<file path="src/verilog/area_decode_pkg.sv">
package area_decode_pkg;

    // ----------------------------------------------------------------
    // Address fields
    // ----------------------------------------------------------------
    localparam int ADDR_W = 32;
    localparam int AREA_HI = 28;          // Area number sits in bits 28..26
    localparam int AREA_LO = 26;
    localparam logic [2:0] AREA_FLASH = 3'h0;
    localparam logic [2:0] AREA_SLOT1 = 3'h1;
    localparam logic [2:0] AREA_DISPLAY = 3'h2;
    localparam logic [2:0] AREA_SDRAM = 3'h3;
    localparam logic [2:0] AREA_SLOT2 = 3'h4;
    localparam logic [2:0] AREA_SLOT3 = 3'h5;
    localparam logic [2:0] AREA_PERIPH = 3'h6;

    // Top nibble selects the local space (0 or 1) or the PCI space (F)
    localparam logic [2:0] TOP_LOCAL = 3'h0;
    localparam logic [3:0] TOP_PCI = 4'hF;
    localparam int TOP_LO = 29;           // Local space tag is bits 31..29
    localparam int PCI_NIB_LO = 28;       // PCI space tag is bits 31..28

    // Flash area: bits 25..24 nonzero are unused, bit 23 is the image bit
    localparam int FLASH_UNUSED_BIT = 24;
    localparam int FLASH_IMAGE_BIT = 23;
    localparam int FLASH_AW = 23;         // 8 MB
    localparam int SLOT_AW = 19;          // 512 KB
    localparam int DISPLAY_AW = 22;       // 4 MB

    // Peripheral area sub-decode, bits 25..23
    localparam int SUB_HI = 25;
    localparam int SUB_LO = 23;
    localparam logic [2:0] SUB_SERIAL_A = 3'h4;
    localparam logic [2:0] SUB_SERIAL_B = 3'h5;
    localparam logic [2:0] SUB_CONTROL = 3'h6;
    localparam int CARD_BIT = 25;         // Clear: first 32 MB is the card
    localparam int SERIAL_AW = 4;         // 16 bytes
    localparam int CONTROL_AW = 8;        // 256 bytes

    // PCI windows, bits 31..24 (memory) or 31..18 (register/IO) compared
    localparam int PCI_MEM_LO = 24;       // Memory window tag bits 31..24
    localparam int PCI_REG_LO = 18;       // Register window tag bits 31..18
    localparam logic [7:0] PCI_MEM_TOP = 8'hFD;
    localparam logic [13:0] PCI_REG_TOP = 14'h3F88;  // FE200000 >> 18

    // ----------------------------------------------------------------
    // Decoded selects
    // ----------------------------------------------------------------
    typedef struct packed {
        logic flash;
        logic eprom;
        logic display_controller;
        logic sdram;
        logic card;
        logic serial_a;
        logic serial_b;
        logic control;
        logic pci_mem;
        logic pci_reg_io;
    } dev_sel_t;

    typedef struct packed {
        logic slot_select_first_n;
        logic slot_select_second_n;
        logic slot_select_third_n;
    } slot_sel_t;

    localparam slot_sel_t SLOT_IDLE = 3'h7;
    localparam dev_sel_t DEV_IDLE = 10'h000;

endpackage : area_decode_pkg

</file>
<file path="src/verilog/area_decoder.sv">
// Overview of operation
// - Area one accesses drive first slot select low; real window 512 KB.
// - Area four accesses drive second slot select low; real window 512 KB.
// - Area five accesses drive third slot select low; real window 512 KB.
// - Slot window repeats as images up to each area end.
// - Flash 8 MB at bottom of area zero, imaged once; rest unused.
// - Without debug board, area zero is flash only; swap switch ignored.
// - With debug board, flash and EPROM both reachable; switch swaps them.
// - Area two selects display controller 4 MB window, imaged to area end.
// - Area three is 64 MB SDRAM on 32-bit path; others 16-bit.
// - Area six first 32 MB is card controller, then sub-decoded.
// - Serial A: 16 bytes at sub-area base, imaged through 8 MB.
// - Serial B: 16 bytes at next sub-area base, imaged through 8 MB.
// - Control block 256 bytes imaged to 8 MB; following 8 MB unused.
// - Area seven reserved for PCI: 16 MB memory, 256 KB register/IO.
`timescale 1ns/1ps
module area_decoder
    import area_decode_pkg::*;
(
    // Clock and reset
    input wire logic i_core_clk,
    input wire logic i_rst,
    // Local bus access
    input wire logic i_access,
    input wire logic [area_decode_pkg::ADDR_W-1:0] i_addr,
    // Board straps
    input wire logic i_debug_board_fitted,
    input wire logic i_eprom_first,
    // Selects
    output area_decode_pkg::dev_sel_t o_dev_sel,
    output area_decode_pkg::slot_sel_t o_slot_sel,
    output logic o_bus_32bit,
    output logic [area_decode_pkg::SLOT_AW-1:0] o_slot_addr,
    output logic [area_decode_pkg::FLASH_AW-1:0] o_mem_addr
);
    import area_decode_pkg::*;

    // ----------------------------------------------------------------
    // Decode
    // ----------------------------------------------------------------
    dev_sel_t dev_sel_reg, dev_sel_next;
    slot_sel_t slot_sel_reg, slot_sel_next;
    logic bus_32bit_reg, bus_32bit_next;
    logic [SLOT_AW-1:0] slot_addr_reg, slot_addr_next;
    logic [FLASH_AW-1:0] mem_addr_reg, mem_addr_next;

    logic local_space;
    logic [2:0] area;
    logic [2:0] sub;
    logic upper_half;

    // Address fields of the current access
    assign local_space = (i_addr[ADDR_W-1:TOP_LO] == TOP_LOCAL);
    assign area = i_addr[AREA_HI:AREA_LO];
    assign sub = i_addr[SUB_HI:SUB_LO];
    assign upper_half = i_addr[FLASH_IMAGE_BIT];

    // Next selects; anything not matched leaves every select idle
    always_comb
    begin
        dev_sel_next = DEV_IDLE;
        slot_sel_next = SLOT_IDLE;
        bus_32bit_next = 1'b0;
        // Upper address bits dropped so windows image across the area
        slot_addr_next = i_addr[SLOT_AW-1:0];
        mem_addr_next = i_addr[FLASH_AW-1:0];
        if (i_access && local_space)
        begin
            unique case (area)
                AREA_FLASH:
                begin
                    // Both bits above the image bit clear: flash or image
                    if (i_addr[AREA_LO-1:FLASH_UNUSED_BIT] == '0)
                    begin
                        if (!i_debug_board_fitted)
                            dev_sel_next.flash = 1'b1;
                        else if (upper_half ^ i_eprom_first)
                            dev_sel_next.eprom = 1'b1;
                        else
                            dev_sel_next.flash = 1'b1;
                    end
                end
                AREA_SLOT1: slot_sel_next.slot_select_first_n = 1'b0;
                AREA_SLOT2: slot_sel_next.slot_select_second_n = 1'b0;
                AREA_SLOT3: slot_sel_next.slot_select_third_n = 1'b0;
                AREA_DISPLAY: dev_sel_next.display_controller = 1'b1;
                AREA_SDRAM:
                begin
                    dev_sel_next.sdram = 1'b1;
                    bus_32bit_next = 1'b1;
                end
                AREA_PERIPH:
                begin
                    if (!i_addr[CARD_BIT])
                        dev_sel_next.card = 1'b1;
                    else if (sub == SUB_SERIAL_A)
                        dev_sel_next.serial_a = 1'b1;
                    else if (sub == SUB_SERIAL_B)
                        dev_sel_next.serial_b = 1'b1;
                    else if (sub == SUB_CONTROL)
                        dev_sel_next.control = 1'b1;
                end
                default:
                begin
                    dev_sel_next = DEV_IDLE;  // Area seven local: unused
                end
            endcase
        end
        else if (i_access && i_addr[ADDR_W-1:PCI_NIB_LO] == TOP_PCI)
        begin
            if (i_addr[ADDR_W-1:PCI_MEM_LO] == PCI_MEM_TOP)
                dev_sel_next.pci_mem = 1'b1;
            else if (i_addr[ADDR_W-1:PCI_REG_LO] == PCI_REG_TOP)
                dev_sel_next.pci_reg_io = 1'b1;
        end
    end

    // Select registers
    always_ff @(posedge i_core_clk or posedge i_rst)
    begin
        if (i_rst)
        begin
            dev_sel_reg <= DEV_IDLE;
            slot_sel_reg <= SLOT_IDLE;
            bus_32bit_reg <= 1'b0;
            slot_addr_reg <= '0;
            mem_addr_reg <= '0;
        end
        else
        begin
            dev_sel_reg <= dev_sel_next;
            slot_sel_reg <= slot_sel_next;
            bus_32bit_reg <= bus_32bit_next;
            slot_addr_reg <= slot_addr_next;
            mem_addr_reg <= mem_addr_next;
        end
    end

    assign o_dev_sel = dev_sel_reg;
    assign o_slot_sel = slot_sel_reg;
    assign o_bus_32bit = bus_32bit_reg;
    assign o_slot_addr = slot_addr_reg;
    assign o_mem_addr = mem_addr_reg;

    // ----------------------------------------------------------------
    // Checks
    // ----------------------------------------------------------------
    logic taken;

    // An access sampled while reset still holds the registers is not taken
    assign taken = i_access && !i_rst;
endmodule : area_decoder

</file>
<file path="config.mk">
export PLATFORM = sky130hd
export DESIGN_NAME = area_decoder
export DESIGN_NICKNAME = d
export VERILOG_FILES = /design/src/verilog/area_decode_pkg.sv /design/src/verilog/area_decoder.sv
export SDC_FILE = /design/constraint.sdc
export NUM_CORES = 1
export LEC_CHECK = 0
export ABC_CLOCK_PERIOD_IN_PS = 1270
export BUFFER_PORTS_ARGS = -buffer_cell sky130_fd_sc_hd__buf_4
export CORE_MARGIN = 2
export CORE_UTILIZATION = 39
export CTS_CLUSTER_SIZE = 10
export DETAILED_ROUTE_END_ITERATION = 8
export PLACE_DENSITY = 0.88
export SLEW_MARGIN = 30
export SYNTH_ARGS = -nofsm -noshare
export SYNTH_HDL_FRONTEND = slang
export SYNTH_SLANG_ARGS = --single-unit
</file>
<file path="constraint.sdc">
create_clock -name i_core_clk -period 1.27 [get_ports i_core_clk]
set_input_delay 0.127 -clock i_core_clk [delete_from_list [all_inputs] [get_ports i_core_clk]]
set_output_delay 0.127 -clock i_core_clk [all_outputs]
set_load 0.02 [all_outputs]
</file>
**After elaboration in Yosys (flattened, before gate mapping)**

Cells that the tools add are included.

- Mux-type cells: 27
- Equality and inequality tests: 12
- Reduce and logical (&&, ||, !) cells: 5
- Bitwise logic cells: 1

Operators by type and width:

| operator | count |
|---|---|
| $eq 3x3->1 const B | 6 |
| $mux 1 | 18 |
| $eq 14x14->1 const B | 1 |
| $mux 2 | 5 |
| $eq 8x8->1 const B | 1 |
| $mux 8 | 1 |
| $eq 3x2->1 const B | 2 |
| $logic_not 3->1 | 2 |
| $mux 3 | 2 |
| $eq 4x4->1 const B | 1 |
| $mux 4 | 1 |
| $eq 3x1->1 const B | 1 |
| $logic_and 1x1->1 | 2 |
| $logic_not 2->1 | 1 |
| $xor 1x1->1 | 1 |

- Register bits after elaboration: 56
- Bits of input ports: 37

**Depth between registers and ports, before layout**

- Depth in word-level cells: 7
- Gate-level depth with buffers: 3
- Mapped depth without buffers: 3

**Worst setup path before layout**

No wires, ideal clock.

- Path kind: input port to flip-flop
- Start point: input port i_addr[29] (netlist bit)
- End point: register dev_sel_reg (netlist bit o_dev_sel[3])
- Arrival: 0.909 ns
- Data required time: 1.203 ns
- Cell stages on the path: 3
- Buffers on the path: 0
- Slack: 0.293 ns
- Cells stage by stage: nor4b_4 nand4b_2 and4bb_2

RTL lines:

| element | line | source |
|---|---|---|
| start: declaration | area_decoder.sv:25 | `input wire logic [area_decode_pkg::ADDR_W-1:0] i_addr,` |
| end signal: assignment | area_decoder.sv:131 | `dev_sel_reg <= dev_sel_next;` |
| end: declaration | area_decoder.sv:41 | `dev_sel_t dev_sel_reg, dev_sel_next;` |

==> results.toml <==
[die]
pin_count = 93
row_count = 20
die_w_um = 60.8
initial_core_util_pct = 41.1
dieArea_um2 = 3690
die_height_um = 60.8
core_area_um2 = 3050

[sta]
slew_headroom_pct = 68.7
setup_viol = 0
min_period_over_period_pct = 90.5
layout_min_cycle_time_ns = 1.15
worst_hold_slack_ns = 0.0444
hold_violations = 0
tightest_slew_ns = 0.468
max_freq_ghz = 0.870
slew_viol_final = 0
tns_ns = 0
rsz0062_at_grt = "no"

[global_route]
grt_overflow_total = 0
grt_antenna_before_repair = 0
groute.usage.overall_pct = 24.2
grt_pass1_wl_mm = 6.02
grt_max_degree = 27
grt_pass1_vias = 1131

[cells_and_area]
post-route-util_pct = 73.1
design_area_um2 = 2230
final_cells = 240
synthToLayoutAreaGrowth_pct = 77.6
drive_gt1_share_pct = 54.1
fin_nets = 232
n_antenna_cell = 0

[worst_setup_path]
critPathKind = "in -> reg"
end_kind = "register"
path_max_fanout = 5
worst_path_dominant_cell_family = "buffers and inverters"
critPathSlowestCell = "dlygate4sd3_1"
cp_num_buf_inv = 2
crit_chain = "dlygate4sd3_1 -> buf_4 -> nand4b_2 -> nor4b_1"
required_ns = 1.50
cp-startpoint = "i_addr[26]"
cp.arrival_ns = 1.38
startpoint_type = "input port"
slowest_delay_ns = 0.53

[route]
drtIter0Drc = 44
ant_nets = 0
viasPerCell = 4.58
wire_per_inst_um = 18.0
vias = 1100
first_pass_iters = 4
drc = 0
totalWireLength_mm = 4.32

[synth]
synth_edf_count = 0
ys_top_cells_by_count = "dfrtp_1 (33), buf_4 (20), nand2_1 (5), nor2_1 (4)"
netlist.area_leader.share_pct = 65.7
synthCells = 86
ys_types = 20
synth_warnings = 0
yosysSeqAreaShare_pct = 72.0
synth_nets = 123
synth_area_um2 = 1260
ys_ff_latch = 36
synth.most_common_cell = "dfrtp_1"
synth_top_flop_cell = "dfrtp_1"
yosys.area.top_type = "dfrtp_1"
synthArstFlopShare_pct = 100
synth.area.top_cells = "dfrtp_1 (66%), buf_4 (12%), dfstp_2 (6.3%), nor4b_4 (1.9%), nand2_1 (1.5%)"
syn_area_per_cell_um2 = 14.6

[clock_tree]
cts-htree-levels = 2
clk_pin_slew_ns = 0.10
hold_buffers = 29
cts_buffers = 5
cts_buffer_depth = 2
post-cts-setup-buffers = 0
cts_root_buf = "clkbuf_4"
cts_tree = "built"
ctsResizeCount = 0
clock_sinks = 36

[placed_design]
dp_hpwl_mm = 2.59
dp_cells = 203
gp_congestion = 0.680
placed_cell_area_um2 = 1870
portBuffers = 92

[flow_run]
maxCapViolations = 0

[worst_hold_path]
hold_start = "i_addr[31]"
worst_hold_path_type = "in -> reg"

[outcome]
status = "completed"

[power]
p_leak_nw = 1.13
power.density_nw_per_um2 = 1060
vdd_drop_max_v = 0.000444
-- kinds of logic after synthesis --
family | after synthesis | synth area share (%)
flip-flops | 36 | 72.0
AND/OR/NAND/NOR | 28 | 15.0
buffers and inverters | 21 | 12.3
XOR/XNOR | 1 | 0.697
-- state kept, by name (all words and copies together), names as in the netlist --
name / flops
o_mem_addr: 23
o_dev_sel: 9
o_slot_sel: 3
o_bus_32bit: 1
-- layer usage --
metal | GRT usage [%] | vias to the layer above | wire length (um)
met5 | 0 | - | 0
met1 | 28.3 | 540 | 1650
met4 | 12.1 | 0 | 82
li1 | - | 480 | -
met2 | 42.2 | 72 | 2250
met3 | 4.90 | 8 | 344
-- layout by cell type (no fill, tap or decap), types with 2 or more instances in the layout --
cell	n
clkbuf_8	2
nand3_1	3
dfrtp_1	33
nand2b_1	2
clkbuf_4	5
nor3_1	3
dlygate4sd3_1	29
buf_4	92
nor2_1	4
dfstp_2	3
nor3b_1	2
nand2_1	5
-- stage by stage --
step,setup WS (ns),power (W)
after floorplan,0.293,0.00140
after global placement,0.133,0.00158
after detailed placement,0.00876,0.00159
after CTS,0.124,0.00234
after global routing,0.0785,0.00246
final,0.120,0.00237
-- layout make-up --
type	count	area (um^2)
fill	196	822
inverter	1	3.75
timing repair buffer	122	1000
clock buffer	8	68.8
sequential	36	905
multi-input combinational	29	198
tap	44	55.1
-- worst paths after layout --
| kind | endpoint | slack [ns] | cells past startpoint |
|---|---|---|---|
| min in group asynchronous | o_mem_addr[9] | 0.38 | 3 |
| max in group asynchronous | o_mem_addr[2] | 0.40 | 4 |
| worst max-delay path | o_dev_sel[4] | 0.12 | 4 |
| worst min-delay path | o_slot_sel[0] | 0.04 | 3 |
-- power breakdown --
group	leakage (nW)	internal [W]	switching [W]
sequential	0.439	0.00119	0.0000230
combinational	0.653	0.000234	0.000214
clock	0.0386	0.000326	0.000386
No activity file was read; power rests on OpenSTA's default activity.
